File: config.mk
export PLATFORM = sky130hd
export DESIGN_NAME = rsc_config_regs
export DESIGN_NICKNAME = d
export VERILOG_FILES = /design/src/pkg/rsc_pkg.sv /design/src/verilog/rsc_serial_shifter.sv /design/src/verilog/rsc_config_regs.sv
export VERILOG_INCLUDE_DIRS = /design/src /design/src/pkg
export SDC_FILE = /design/constraint.sdc
export NUM_CORES = 1
export LEC_CHECK = 0
export BUFFER_PORTS_ARGS = -buffer_cell sky130_fd_sc_hd__buf_2
export CAP_MARGIN = 20
export CELL_PAD_IN_SITES_DETAIL_PLACEMENT = 0
export CELL_PAD_IN_SITES_GLOBAL_PLACEMENT = 1
export CORE_MARGIN = 4
export CORE_UTILIZATION = 40
export CTS_BUF_LIST = sky130_fd_sc_hd__clkbuf_8
export DETAILED_ROUTE_END_ITERATION = 12
export GPL_TIMING_DRIVEN = 0
export PLACE_DENSITY_LB_ADDON = 0.08
export SLEW_MARGIN = 20
export SYNTH_ARGS = -nofsm -noshare
export SYNTH_HDL_FRONTEND = slang
export SYNTH_SLANG_ARGS = --single-unit
File: constraint.sdc
create_clock -name mclk -period 4.31 [get_ports mclk]
set_input_delay 0.2155 -clock mclk [delete_from_list [all_inputs] [get_ports mclk]]
set_output_delay 0.2155 -clock mclk [all_outputs]
set_load 0.01 [all_outputs]
File: src/pkg/rsc_defs.svh
// Constants for the radio serial configuration register bank
`ifndef RSC_DEFS_SVH
`define RSC_DEFS_SVH

// ----------------------------------------
// Serial word layout
// ----------------------------------------
`define RSC_WORD_BITS      24
`define RSC_TYPE_BIT       23
`define RSC_RESET_BIT      22
`define RSC_WEN_BIT        21
`define RSC_ADDR_HI        20
`define RSC_ADDR_LO        16
`define RSC_DATA_HI        15
`define RSC_INT_HI         22
`define RSC_INT_LO         20
`define RSC_FRAC_HI        19

// ----------------------------------------
// Register addresses
// ----------------------------------------
`define RSC_ADDR_CFG0      5'h00
`define RSC_ADDR_CFG1      5'h01
`define RSC_ADDR_CFG2      5'h02
`define RSC_ADDR_CFG3      5'h03
`define RSC_ADDR_CFG4      5'h04

// ----------------------------------------
// Reset values
// ----------------------------------------
`define RSC_RST_CFG0       16'h010E
`define RSC_RST_CFG1       16'h8080
`define RSC_RST_CFG2       16'h4080
`define RSC_RST_CFG3       16'h8886
`define RSC_RST_CFG4       16'hC008

// ----------------------------------------
// Field positions
// ----------------------------------------
`define RSC_CFG0_TC_HI     15
`define RSC_CFG0_TC_LO     13
`define RSC_CFG0_RATE_HI   12
`define RSC_CFG0_RATE_LO   10
`define RSC_CFG0_UWINV     9
`define RSC_CFG0_AMPGATE   8
`define RSC_CFG1_DLY_HI    15
`define RSC_CFG1_DLY_LO    12
`define RSC_CFG1_DLYEN     11
`define RSC_CFG1_AMPCUR_HI 10
`define RSC_CFG1_AMPCUR_LO 8
`define RSC_CFG1_RSSIMASK  7
`define RSC_CFG1_AMPFIRST  6
`define RSC_CFG1_EDGE      5
`define RSC_CFG1_INV       4
`define RSC_CFG1_SKIPCAL   3
`define RSC_CFG1_ERRALLOW  2
`define RSC_CFG1_REG_HI    1
`define RSC_CFG1_REG_LO    0
`define RSC_CFG3_BASE_HI   7
`define RSC_CFG3_BASE_LO   4

// ----------------------------------------
// Synthesizer arithmetic
// ----------------------------------------
`define RSC_BASE_HIGH_REF  8'h93
`define RSC_BASE_LOW_REF   8'h82
`define RSC_FREQ_MULT      30'h0000_0003
`define RSC_FRAC_BITS      20

`endif

File: src/pkg/rsc_pkg.sv
// Types shared by the radio serial configuration register bank
package rsc_pkg;

  // Slicer time constant choices
  typedef enum logic [1:0]
  {
    RSC_TC_300US = 2'h0,
    RSC_TC_6US   = 2'h1,
    RSC_TC_3US   = 2'h2,
    RSC_TC_2US   = 2'h3
  } rsc_tc_t;

  // Serial shifter state
  typedef struct packed
  {
    logic [1:0]  en_sync;
    logic [1:0]  dat_sync;
    logic [1:0]  clk_sync;
    logic        clk_prev;
    logic        en_prev;
    logic [23:0] shift;
    logic [23:0] word;
    logic        word_valid;
  } rsc_shift_state_t;

  // Register bank state
  typedef struct packed
  {
    logic [1:0]  xcvr_sync;
    logic [15:0] cfg0;
    logic [15:0] cfg1;
    logic [15:0] cfg2;
    logic [15:0] cfg3;
    logic [15:0] cfg4;
    logic [2:0]  synth_int;
    logic [19:0] synth_frac;
    logic [29:0] synth_word;
    rsc_tc_t     tc_primary;
    rsc_tc_t     tc_alternate;
    logic        tc_external;
    logic        sync_detect;
    logic        rate_high_ref;
    logic        rate_valid;
    logic        amp_allowed;
    logic        rssi_enable;
    logic [3:0]  clk_delay;
    logic        reg_sel_invalid;
  } rsc_bank_state_t;

endpackage

File: src/verilog/rsc_serial_shifter.sv
// Three-wire serial word shifter, sampled on the system clock
`timescale 1ns/1ns
`include "rsc_defs.svh"

module rsc_serial_shifter
(
  // Clock and reset
  input  wire logic        mclk,
  input  wire logic        srst,
  // Serial bus pins
  input  wire logic        bus_enable,
  input  wire logic        bus_data,
  input  wire logic        bus_clock,
  // Captured word
  output logic [23:0]      word,
  output logic             word_valid
);

  rsc_pkg::rsc_shift_state_t s_reg;
  rsc_pkg::rsc_shift_state_t s_next;

  // ----------------------------------------
  // Next state
  // ----------------------------------------
  always_comb
  begin
    s_next            = s_reg;
    s_next.word_valid = 1'b0;
    s_next.en_sync    = {s_reg.en_sync[0], bus_enable};
    s_next.dat_sync   = {s_reg.dat_sync[0], bus_data};
    s_next.clk_sync   = {s_reg.clk_sync[0], bus_clock};
    s_next.clk_prev   = s_reg.clk_sync[1];
    s_next.en_prev    = s_reg.en_sync[1];
    if (!s_reg.en_sync[1] && s_reg.clk_sync[1] && !s_reg.clk_prev)
    begin
      s_next.shift = {s_reg.shift[22:0], s_reg.dat_sync[1]};
    end
    if (s_reg.en_sync[1] && !s_reg.en_prev)
    begin
      s_next.word       = s_reg.shift;
      s_next.word_valid = 1'b1;
    end
  end

  // ----------------------------------------
  // State register
  // ----------------------------------------
  always_ff @(posedge mclk)
  begin
    if (srst)
    begin
      s_reg         <= '0;
      // Enable pin idles high: no false latch after reset
      s_reg.en_sync <= 2'h3;
      s_reg.en_prev <= 1'b1;
    end
    else
    begin
      s_reg <= s_next;
    end
  end

  assign word       = s_reg.word;
  assign word_valid = s_reg.word_valid;

endmodule // rsc_serial_shifter

File: src/verilog/rsc_config_regs.sv
// Serial word decoder and configuration register bank
// Notes on behaviour
// - Bit 23 of a serial word: zero is frequency word, one is configuration.
// - Frequency word bits 22:20 integer part, bits 19:0 fractional part.
// - Frequency words are accepted whether transceiver enable is low or high.
// - Channel word is three times (base offset plus integer plus fraction).
// - Base offset is field plus 147 for rates 2-4, plus 130 for 0-1.
// - Configuration word: reset bit 22, write bit 21, address 20:16, data 15:0.
// - Reset flag loads all five registers with defaults; first transfer sets it.
// - Register 0 bits 15:13 select slicer time constant and sync detect mode.
// - Register 0 bits 12:10 select bit rate and reference; codes 5-7 undefined.
// - Register 0 bit 9 inverts the sync word pattern.
// - Register 0 bit 8 blocks amplifier turn-on while synthesizer unlocked.
// - Register 1 bits 15:12 give recovered clock delay in half reference periods.
// - Register 1 bit 11 enables the recovered clock delay.
// - Register 1 bit 7 masks signal strength until tuning completes.
// - Register 1 bit 6 turns amplifier on before switch controls change.
// - Register 1 bit 5 samples transmit data on falling reference edge.
// - Register 1 bit 4 inverts transmit data before the filter.
// - Register 1 bit 3 skips oscillator recalibration, keeps IF calibration.
// - Register 1 bit 2 allows one bit error in sync word detection.
// - Register 1 bits 1:0 select regulator voltage; code 1 is invalid.
// - Serial words are shifted most significant bit first.
// - Shift data on serial clock rise while bus enable low; else ignore.
// - Bus enable rising edge loads the decoded destination register; configuration words only while transceiver enable is low.
`timescale 1ns/1ns
`include "rsc_defs.svh"

module rsc_config_regs
(
  // Clock and reset
  input  wire logic        mclk,
  input  wire logic        srst,
  // Serial bus pins
  input  wire logic        bus_enable,
  input  wire logic        bus_data,
  input  wire logic        bus_clock,
  // Transceiver enable pin
  input  wire logic        transceiver_enable,
  // Internal status from radio core
  input  wire logic        synth_locked,
  input  wire logic        synth_tuning_done,
  // Raw registers
  output logic [15:0]      slicer_rate_control,
  output logic [15:0]      clock_recovery_tx_control,
  output logic [15:0]      tx_switch_timing_control,
  output logic [15:0]      synth_base_offset_control,
  output logic [15:0]      deviation_control,
  // Synthesizer programming
  output logic [2:0]       synth_integer_part,
  output logic [19:0]      synth_fraction_part,
  output logic [29:0]      synth_channel_word,
  // Slicer and rate
  output rsc_pkg::rsc_tc_t slicer_tc_primary,
  output rsc_pkg::rsc_tc_t slicer_tc_alternate,
  output logic             slicer_tc_external,
  output logic             sync_detect_mode,
  output logic [2:0]       bit_rate_select,
  output logic             rate_high_ref,
  output logic             rate_valid,
  output logic             sync_word_invert,
  output logic             sync_word_error_allow,
  // Amplifier and signal strength
  output logic             amp_lock_gate,
  output logic             amp_enable_allowed,
  output logic [2:0]       amp_current_select,
  output logic             amp_before_switch,
  output logic             signal_strength_mask,
  output logic             signal_strength_enable,
  // Clock recovery
  output logic [3:0]       recovered_clock_delay,
  output logic             recovered_clock_delay_enable,
  output logic [3:0]       recovered_clock_delay_applied,
  // Transmit path and calibration
  output logic             tx_sample_edge,
  output logic             tx_data_invert,
  output logic             skip_osc_recal,
  // Regulator
  output logic [1:0]       regulator_voltage_select,
  output logic             regulator_select_invalid
);

  logic [23:0]               word;
  logic                      word_valid;
  rsc_pkg::rsc_bank_state_t  s_reg;
  rsc_pkg::rsc_bank_state_t  s_next;

  // ----------------------------------------
  // Base offset from rate and offset field
  // ----------------------------------------
  function automatic logic [7:0] base_offset(input logic [2:0] rate, input logic [3:0] field);
    logic [7:0] add;
    add = `RSC_BASE_LOW_REF;
    if ((rate == 3'h2) || (rate == 3'h3) || (rate == 3'h4))
    begin
      add = `RSC_BASE_HIGH_REF;
    end
    base_offset = add + {4'h0, field};
  endfunction

  // ----------------------------------------
  // Serial capture
  // ----------------------------------------
  rsc_serial_shifter u_shift
  (
    .mclk       (mclk),
    .srst       (srst),
    .bus_enable (bus_enable),
    .bus_data   (bus_data),
    .bus_clock  (bus_clock),
    .word       (word),
    .word_valid (word_valid)
  );

  // ----------------------------------------
  // Next state
  // ----------------------------------------
  always_comb
  begin
    logic [7:0]  whole;
    logic [4:0]  addr;
    logic [15:0] data;
    logic [2:0]  rate;
    whole = 8'h00;
    addr  = word[`RSC_ADDR_HI:`RSC_ADDR_LO];
    data  = word[`RSC_DATA_HI:0];
    rate  = s_reg.cfg0[`RSC_CFG0_RATE_HI:`RSC_CFG0_RATE_LO];
    s_next = s_reg;
    s_next.xcvr_sync = {s_reg.xcvr_sync[0], transceiver_enable};

    if (word_valid)
    begin
      if (!word[`RSC_TYPE_BIT])
      begin
        s_next.synth_int  = word[`RSC_INT_HI:`RSC_INT_LO];
        s_next.synth_frac = word[`RSC_FRAC_HI:0];
      end
      else if (!s_reg.xcvr_sync[1])
      begin
        if (word[`RSC_RESET_BIT])
        begin
          s_next.cfg0 = `RSC_RST_CFG0;
          s_next.cfg1 = `RSC_RST_CFG1;
          s_next.cfg2 = `RSC_RST_CFG2;
          s_next.cfg3 = `RSC_RST_CFG3;
          s_next.cfg4 = `RSC_RST_CFG4;
        end
        if (word[`RSC_WEN_BIT])
        begin
          case (addr)
            `RSC_ADDR_CFG0: s_next.cfg0 = data;
            `RSC_ADDR_CFG1: s_next.cfg1 = data;
            `RSC_ADDR_CFG2: s_next.cfg2 = data;
            `RSC_ADDR_CFG3: s_next.cfg3 = data;
            `RSC_ADDR_CFG4: s_next.cfg4 = data;
            default:        s_next.cfg0 = s_next.cfg0;
          endcase
        end
      end
    end

    whole = base_offset(rate, s_reg.cfg3[`RSC_CFG3_BASE_HI:`RSC_CFG3_BASE_LO]) + {5'h00, s_reg.synth_int};
    s_next.synth_word = 30'({whole, s_reg.synth_frac} * `RSC_FREQ_MULT);

    case (s_reg.cfg0[`RSC_CFG0_TC_HI:`RSC_CFG0_TC_LO])
      3'h0:
      begin
        s_next.tc_primary   = rsc_pkg::RSC_TC_300US;
        s_next.tc_alternate = rsc_pkg::RSC_TC_300US;
        s_next.tc_external  = 1'b0;
        s_next.sync_detect  = 1'b0;
      end
      3'h1:
      begin
        s_next.tc_primary   = rsc_pkg::RSC_TC_6US;
        s_next.tc_alternate = rsc_pkg::RSC_TC_6US;
        s_next.tc_external  = 1'b0;
        s_next.sync_detect  = 1'b0;
      end
      3'h2:
      begin
        s_next.tc_primary   = rsc_pkg::RSC_TC_3US;
        s_next.tc_alternate = rsc_pkg::RSC_TC_3US;
        s_next.tc_external  = 1'b0;
        s_next.sync_detect  = 1'b0;
      end
      3'h3:
      begin
        s_next.tc_primary   = rsc_pkg::RSC_TC_2US;
        s_next.tc_alternate = rsc_pkg::RSC_TC_2US;
        s_next.tc_external  = 1'b0;
        s_next.sync_detect  = 1'b0;
      end
      3'h4:
      begin
        s_next.tc_primary   = rsc_pkg::RSC_TC_300US;
        s_next.tc_alternate = rsc_pkg::RSC_TC_6US;
        s_next.tc_external  = 1'b1;
        s_next.sync_detect  = 1'b0;
      end
      3'h5:
      begin
        s_next.tc_primary   = rsc_pkg::RSC_TC_300US;
        s_next.tc_alternate = rsc_pkg::RSC_TC_3US;
        s_next.tc_external  = 1'b1;
        s_next.sync_detect  = 1'b0;
      end
      3'h6:
      begin
        s_next.tc_primary   = rsc_pkg::RSC_TC_6US;
        s_next.tc_alternate = rsc_pkg::RSC_TC_6US;
        s_next.tc_external  = 1'b0;
        s_next.sync_detect  = 1'b1;
      end
      default:
      begin
        s_next.tc_primary   = rsc_pkg::RSC_TC_3US;
        s_next.tc_alternate = rsc_pkg::RSC_TC_3US;
        s_next.tc_external  = 1'b0;
        s_next.sync_detect  = 1'b1;
      end
    endcase

    s_next.rate_high_ref = (rate == 3'h0) || (rate == 3'h1);
    s_next.rate_valid    = (rate <= 3'h4);
    s_next.amp_allowed = !s_reg.cfg0[`RSC_CFG0_AMPGATE] || synth_locked;
    s_next.rssi_enable = !s_reg.cfg1[`RSC_CFG1_RSSIMASK] || synth_tuning_done;
    s_next.clk_delay = s_reg.cfg1[`RSC_CFG1_DLYEN] ? s_reg.cfg1[`RSC_CFG1_DLY_HI:`RSC_CFG1_DLY_LO] : 4'h0;
    s_next.reg_sel_invalid = (s_reg.cfg1[`RSC_CFG1_REG_HI:`RSC_CFG1_REG_LO] == 2'h1);
  end

  // ----------------------------------------
  // State register
  // ----------------------------------------
  always_ff @(posedge mclk)
  begin
    if (srst)
    begin
      s_reg                 <= '0;
      s_reg.cfg0            <= `RSC_RST_CFG0;
      s_reg.cfg1            <= `RSC_RST_CFG1;
      s_reg.cfg2            <= `RSC_RST_CFG2;
      s_reg.cfg3            <= `RSC_RST_CFG3;
      s_reg.cfg4            <= `RSC_RST_CFG4;
      s_reg.rate_high_ref   <= 1'b1;
      s_reg.rate_valid      <= 1'b1;
    end
    else
    begin
      s_reg <= s_next;
    end
  end

  // ----------------------------------------
  // Outputs
  // ----------------------------------------
  assign slicer_rate_control           = s_reg.cfg0;
  assign clock_recovery_tx_control     = s_reg.cfg1;
  assign tx_switch_timing_control      = s_reg.cfg2;
  assign synth_base_offset_control     = s_reg.cfg3;
  assign deviation_control             = s_reg.cfg4;
  assign synth_integer_part            = s_reg.synth_int;
  assign synth_fraction_part           = s_reg.synth_frac;
  assign synth_channel_word            = s_reg.synth_word;
  assign slicer_tc_primary             = s_reg.tc_primary;
  assign slicer_tc_alternate           = s_reg.tc_alternate;
  assign slicer_tc_external            = s_reg.tc_external;
  assign sync_detect_mode              = s_reg.sync_detect;
  assign bit_rate_select               = s_reg.cfg0[`RSC_CFG0_RATE_HI:`RSC_CFG0_RATE_LO];
  assign rate_high_ref                 = s_reg.rate_high_ref;
  assign rate_valid                    = s_reg.rate_valid;
  assign sync_word_invert              = s_reg.cfg0[`RSC_CFG0_UWINV];
  assign sync_word_error_allow         = s_reg.cfg1[`RSC_CFG1_ERRALLOW];
  assign amp_lock_gate                 = s_reg.cfg0[`RSC_CFG0_AMPGATE];
  assign amp_enable_allowed            = s_reg.amp_allowed;
  assign amp_current_select            = s_reg.cfg1[`RSC_CFG1_AMPCUR_HI:`RSC_CFG1_AMPCUR_LO];
  assign amp_before_switch             = s_reg.cfg1[`RSC_CFG1_AMPFIRST];
  assign signal_strength_mask          = s_reg.cfg1[`RSC_CFG1_RSSIMASK];
  assign signal_strength_enable        = s_reg.rssi_enable;
  assign recovered_clock_delay         = s_reg.cfg1[`RSC_CFG1_DLY_HI:`RSC_CFG1_DLY_LO];
  assign recovered_clock_delay_enable  = s_reg.cfg1[`RSC_CFG1_DLYEN];
  assign recovered_clock_delay_applied = s_reg.clk_delay;
  assign tx_sample_edge                = s_reg.cfg1[`RSC_CFG1_EDGE];
  assign tx_data_invert                = s_reg.cfg1[`RSC_CFG1_INV];
  assign skip_osc_recal                = s_reg.cfg1[`RSC_CFG1_SKIPCAL];
  assign regulator_voltage_select      = s_reg.cfg1[`RSC_CFG1_REG_HI:`RSC_CFG1_REG_LO];
  assign regulator_select_invalid      = s_reg.reg_sel_invalid;

endmodule // rsc_config_regs

==> out/metrics.cfg, run 1 <==
[status]
outcome=completed

[floorplanning]
die_area_um2=26100
die_w_um=162
initial_utilization_pct=41.2
dieHeight_um=162
io_pins=177
core_area_um2=22900
rows=55

[min_path]
hold_class=input port to flip-flop

[setup_path]
critPathMaxFanout=7
worst_path_max_delay_cell=dfxtp_1
cp_cell_sequence=mux2i_1 -> inv_1 -> fa_1 -> ha_1 -> fa_1 -> xor2_1 -> ha_1 -> a2111oi_0 -> a21oi_1 -> or3_1 -> and3b_1
slowest_delay_ns=0.48
critPathKind=flip-flop to flip-flop
end_kind=flip-flop
critPathRequiredTime_ns=4.72
crit_arrival_ns=4.28
cp-start-kind=flip-flop

[placement]
post-place-ws_ns=0.478
numPortBuffers=175
place_congestion=0.883
dpl.hpwl_um=19600

[cts]
ctsResizeCount=0
cts_tree=yes
cts_root_buffer=clkbuf_8
clockBufferDepth=3
clock_latency_ns=0.53
cts_sinks=207
cts.htree.levels=2
cts_inserted_buffers=37
clk_pin_slew_worst_paths_ns=0.06

[synthesis]
ys_ff_latch=207
synth_cell_types=70
yosysTopAreaCellShare_pct=43.9
syn_area_um2=9440
synthesis.nets=1130
syn_inst=1088
ys.warnings.count=0
synth.top_cells.by_count=dfxtp_1 (207), nand2_1 (167), buf_4 (154)
seq_area_frac_synth_pct=43.9
netlist.top_cell.by_area=dfxtp_1
syn_avg_cell_area_um2=8.68
synth-edff-count=0
synth.area.top_cells=dfxtp_1 (44%), buf_4 (12%), nand2_1 (6.6%), a21oi_1 (5.2%), a22oi_1 (4.5%)
synth_flop_cell=dfxtp_1
async_flop_share_pct=0
yosysMostFrequentCell=dfxtp_1

[timing]
worst_slew_pin_slew_ns=0.842
hold_violations=0
fin_ws_ns=0.448
tns_ns=0
max_clock_freq_mhz=259
slew_headroom_pct=43.8
setup_viol=0
post-route-min-period_ns=3.86
finClkSkew_ns=0.0129
rsz0062_at_grt=false
slew_violations=0
timing.final.crit_share_pct=89.6

[drt]
drtPass1Iterations=5
wl_per_cell_um=16.4
postRouteAntennaNets=0
drtIter0Drc=392
drt-total-wl_um=26900
vias=7920
drc=0
viasPerCell=4.82

[cells_and_area]
diodes=0
area_growth_pct=21.6
drive_gt1_share_pct=31.3
largest_reg_flops=30
final_nets=1350
utilization_pct=50.1

[power_and_ir_drop]
power.leakage_nw=5.23
power_density_nw_per_um2=330
p_total_w=0.00379
irDropWorstVdd_uv=205

[global_route]
grt_overflow=0
grt_max_degree=11
antenna_found_initial=0
grt_pass1_wl_um=41500
grt_use_total_pct=20.1
grt_pass1_vias=7548

[run]
maxCapViolations=0

==> per-layer routing <==
| layer | GRT usage (%) | routed length, µm | up-vias |
|---|---|---|---|
| li1 | - | - | 3969 |
| met1 | 25.7 | 11700 | 3709 |
| met2 | 34.8 | 13100 | 193 |
| met3 | 3.55 | 1430 | 49 |
| met4 | 6.04 | 605 | 0 |
| met5 | 0 | 0 | - |
==> worst max-delay path: cells and delay by family, from the launching register on <==
| family | cells | cell delay [ns] |
|---|---|---|
| AND/OR/NAND/NOR | 2 | 0.52 |
| adder cells (fa/ha/maj) | 4 | 1.42 |
| XOR/XNOR | 1 | 0.18 |
| multiplexers | 1 | 0.47 |
| flip-flops | 1 | 0.48 |
| AO/OA/AOI/OAI | 2 | 0.57 |
| buffers and inverters | 1 | 0.11 |
==> path summary, 6_finish.rpt <==
kind / from / to / slack [ns] / cells after the start
max: slicer_rate_control[12] / synth_channel_word[26] / 0.45 / 11
min: srst / synth_channel_word[17] / 0.1 / 3
max reg2reg: slicer_rate_control[12] / synth_channel_word[26] / 0.45 / 11
min reg2reg: u_shift.s_next[56] / u_shift.s_next[49] / 0.42 / 1
==> cells by family (layout without fill, tap and decap cells) <==
group,Yosys count,in the layout,share of synthesized area [%]
buf+inv,217,459,15.0
fa+ha+maj,34,34,4.75
xor+xnor,21,21,1.95
flops,207,207,43.9
compound gates,234,234,16.3
simple gates,370,370,17.6
mux,5,5,0.570
==> placed cells by master (no fill, tap or decap), drive strengths merged, types with 3 or more instances in the layout <==
master       netlist  final
a211oi             3      3
a21o               9      9
a21oi            102    102
a22o               8      8
a22oi             56     56
and2               7      7
and3               3      3
and3b              3      3
buf              169    344
clkbuf            33     77
dfxtp            207    207
dlygate4sd3        0      6
fa                 3      3
ha                31     31
inv               15     30
mux2               3      3
nand2            167    167
nand2b            17     17
nand3              9      9
nor2             108    108
nor2b             24     24
nor3              13     13
nor3b              3      3
o21a               6      6
o21ai             14     14
o21bai             6      6
o22a               3      3
o22ai             10     10
or2                5      5
or3                3      3
xnor2             10     10
xor2              11     11
==> metrics by stage <==
step	cells	instance area (µm²)	hold slack [ns]
2_1_floorplan	1088	9440	0.319
3_3_place_gp	1576	10700	0.399
3_5_place_dp	1576	10700	0.404
4_1_cts	1643	11500	0.0797
5_1_grt	1643	11500	0.0940
6_report	1643	11500	0.0984
==> report_power, final <==
group | internal, W | switching (W) | leakage [nW]
registers | 0.00192 | 0.00000220 | 1.67
clock network | 0.000983 | 0.000796 | 0.414
logic | 0.0000252 | 0.0000571 | 3.14
total | 0.00293 | 0.000855 | 5.23
==> area by class of cell <==
cell class | instances | area [µm²]
inverter | 15 | 56.3
timing repair buffer | 181 | 936
clock buffer | 44 | 606
multi-input combinational | 664 | 3880
buffer | 202 | 1360
sequential | 207 | 4140
tap | 313 | 392
fill | 2352 | 11400
clock inverter | 17 | 104
==> what timing repair did <==
item	CTS	global route
setup endpoints to repair	0	0
setup buffers	0	0
hold buffers	6	0
endpoints found under the hold margin	6	0
(Power assumes the default switching activity.)
==> run 2, diff against run 1 <==
ABC_AREA = 1   (was default)
CTS_BUF_LIST = sky130_fd_sc_hd__clkbuf_4 sky130_fd_sc_hd__clkbuf_8   (was sky130_fd_sc_hd__clkbuf_8)
==> out/metrics.cfg, run 2 <==
[timing]
slew_violations=0  ; unchanged
rsz0062_at_grt=false
timing.final.crit_share_pct=81.3  ; -8.3 points
finClkSkew_ns=0.0159  ; +0.00297 ns
max_clock_freq_mhz=285  ; +10%
fin_ws_ns=0.806  ; +0.358 ns
slew_headroom_pct=46.3  ; +2.5 points
setup_viol=0  ; unchanged
tns_ns=0  ; unchanged
hold_violations=0  ; unchanged
post-route-min-period_ns=3.50  ; -0.358 ns
worst_slew_pin_slew_ns=0.805  ; -0.0376 ns

[synthesis]
synth.area.top_cells=dfxtp_1 (42%), buf_4 (12%), nand2_1 (11%), a21oi_1 (7.1%), inv_1 (6.1%)
seq_area_frac_synth_pct=41.6  ; -2.3 points
synth_cell_types=38  ; -46%
async_flop_share_pct=0  ; unchanged
synth-edff-count=0  ; unchanged
ys_ff_latch=207  ; unchanged
synth_flop_cell=dfxtp_1
syn_avg_cell_area_um2=7.33  ; -15%
syn_area_um2=9950  ; +5.4%
ys.warnings.count=0  ; unchanged
synth.top_cells.by_count=nand2_1 (300), dfxtp_1 (207), inv_1 (162)
yosysMostFrequentCell=nand2_1
syn_inst=1357  ; +25%
netlist.top_cell.by_area=dfxtp_1
yosysTopAreaCellShare_pct=41.6  ; -2.3 points
synthesis.nets=1399  ; +24%

[setup_path]
ff2ff_setup_slack_ns=0.81  ; +0.36 ns
crit_family=adder cells
end_kind=flip-flop
crit_arrival_ns=3.93  ; -0.35 ns
critPathRequiredTime_ns=4.74  ; +0.02 ns
worst_path_max_delay_cell=dfxtp_1
cp_cell_sequence=nor2_1 -> nor2_1 -> nor2_1 -> fa_1 -> ha_1 -> fa_1 -> xor2_1 -> ha_1 -> nand2_1 -> nor2_1 -> nand2_1 -> nor2_1 -> nand2_1 -> nand3_1 -> nand2_1 -> nand2_1 -> nor2_1
critPathKind=flip-flop to flip-flop
slowest_delay_ns=0.51  ; +0.03 ns
critical_path.most_common_cell=nor2_1
crit_buf_inv=0  ; -1
critPathMaxFanout=6  ; -1
cp-start-kind=flip-flop

[drt]
drc=0  ; unchanged
viasPerCell=4.61  ; -4.3%
postRouteAntennaNets=0  ; unchanged
drtIter0Drc=449  ; +15%
drtPass1Iterations=5  ; unchanged
vias=8900  ; +12%
wl_per_cell_um=15.2  ; -7.1%
drt-total-wl_um=29300  ; +9.1%

[floorplanning]
die_area_um2=27500  ; +5.2%
dieHeight_um=166  ; +2.5%
rows=57  ; +3.6%
core_area_um2=24400  ; +6.4%
initial_utilization_pct=40.8  ; -0.39 points
die_w_um=166  ; +2.5%
io_pins=177  ; unchanged

[cts]
clk_pin_slew_worst_paths_ns=0.06  ; about the same
cts_tree=yes
cts_hold_buffers=6  ; unchanged
cts_inserted_buffers=37  ; unchanged
ctsResizeCount=0  ; unchanged
clockBufferDepth=3  ; unchanged
post_cts_buffers=0  ; unchanged
cts_sinks=207  ; unchanged
cts.htree.levels=2  ; unchanged
clock_latency_ns=0.54  ; about the same
cts_root_buffer=clkbuf_8

[global_route]
use_met3_pct=3.57  ; +0.024 points
use_met1_pct=27.8  ; +2.1 points
grt_pass1_vias=8731  ; +16%
grt.met2_usage_pct=35.9  ; +1.1 points
grt_busiest_layer=met2
grt_max_degree=12  ; +1
grt_overflow=0  ; unchanged
grt_use_total_pct=21.2  ; +1.1 points
grt_pass1_wl_um=47000  ; +13%
antenna_found_initial=0  ; unchanged

[cells_and_area]
diodes=0  ; unchanged
largest_reg_flops=30  ; unchanged
fillers=2587  ; +10%
area_growth_pct=21.8
final_common_cell=nand2_1
multiInputGateArea_um2=3830  ; -1.4%
final_nets=1620  ; +20%
drive_gt1_share_pct=26.6  ; -4.7 points
seq_area_um2=4140  ; unchanged
utilization_pct=49.7  ; -0.39 points
mostFrequentLayoutCells=nand2_1 (300), dfxtp_1 (207), buf_2 (183)

[placement]
post-place-ws_ns=0.838  ; +0.360 ns
numPortBuffers=176  ; +0.57%
place_congestion=0.898  ; +1.7%
dpl.hpwl_um=22800  ; +16%

[power_and_ir_drop]
power.leakage_nw=5.97  ; +14%
p_total_w=0.00415  ; +9.5%
power_density_nw_per_um2=342  ; +3.7%
irDropWorstVdd_uv=201  ; -2.1%

[min_path]
hold_class=input port to flip-flop

[run]
maxCapViolations=0  ; unchanged

[status]
outcome=completed

==> run 2: changes by cell type after synthesis, moves of 16 or more <==
| cell | delta |
|---|---|
| nor2b_1 | -22 |
| o21ai_0 | +86 |
| a21oi_1 | +43 |
| nand2b_1 | -16 |
| inv_1 | +147 |
| nand2_1 | +133 |
| nand3_1 | +35 |
| a22oi_1 | -56 |
==> run 2: power by group <==
group | leakage, nW | internal (W) | switching, W | total (W)
sequential | 1.68 | 0.00194 | 0.0000192 | 0.00196
clock | 0.437 | 0.00116 | 0.000835 | 0.00200
combinational | 3.85 | 0.0000671 | 0.000118 | 0.000186
==> run 2: path summary, 6_finish.rpt <==
path / from / endpoint / depth (start not counted)
setup / recovery: slicer_rate_control[11] / synth_channel_word[24] / 17
setup reg to reg: slicer_rate_control[11] / synth_channel_word[24] / 17
hold reg to reg: u_shift.s_next[52] / u_shift.s_next[50] / 2
hold / removal: srst / u_shift.word[0] / 3
==> run 2: worst reg2reg max path, stage by stage (launching register included) <==
cell and delay (ns):
dfxtp_1 0.51, nor2_1 0.07, nor2_1 0.14, nor2_1 0.11, fa_1 0.37, ha_1 0.23, fa_1 0.41, xor2_1 0.19
ha_1 0.41, nand2_1 0.12, nor2_1 0.23, nand2_1 0.10, nor2_1 0.11, nand2_1 0.06, nand3_1 0.17, nand2_1 0.08
nand2_1 0.06, nor2_1 0.04
==> run 2: cell type report <==
cell class	instances	share of cell area [%]
inverter	173	5.36
timing repair buffer	182	7.76
buffer	197	11.0
tap	324	3.35
multi-input combinational	780	31.6
clock inverter	6	0.630
clock buffer	60	6.14
sequential	207	34.2
==> run 2: cells by family after synthesis <==
| kind of cell | share of synthesized area, % |
|---|---|
| buf+inv | 19.9 |
| fa+ha+maj | 4.50 |
| flops | 41.6 |
| simple gates | 19.1 |
| xor+xnor | 0.176 |
| compound gates | 14.7 |
==> run 2: through the flow <==
stage	cells	cell area, µm²	hold slack [ns]
4_1_cts	1929	12100	0.0503
5_1_grt	1929	12100	0.0701
3_3_place_gp	1857	11200	0.391
2_1_floorplan	1357	9950	0.319
3_5_place_dp	1857	11200	0.394
6_report	1929	12100	0.0854
==> run 2: layer usage <==
metal	routed length [µm]	vias up
li1	-	4613
met1	13500	4037
met2	13800	203
met3	1360	47
met4	696	0
met5	0	-
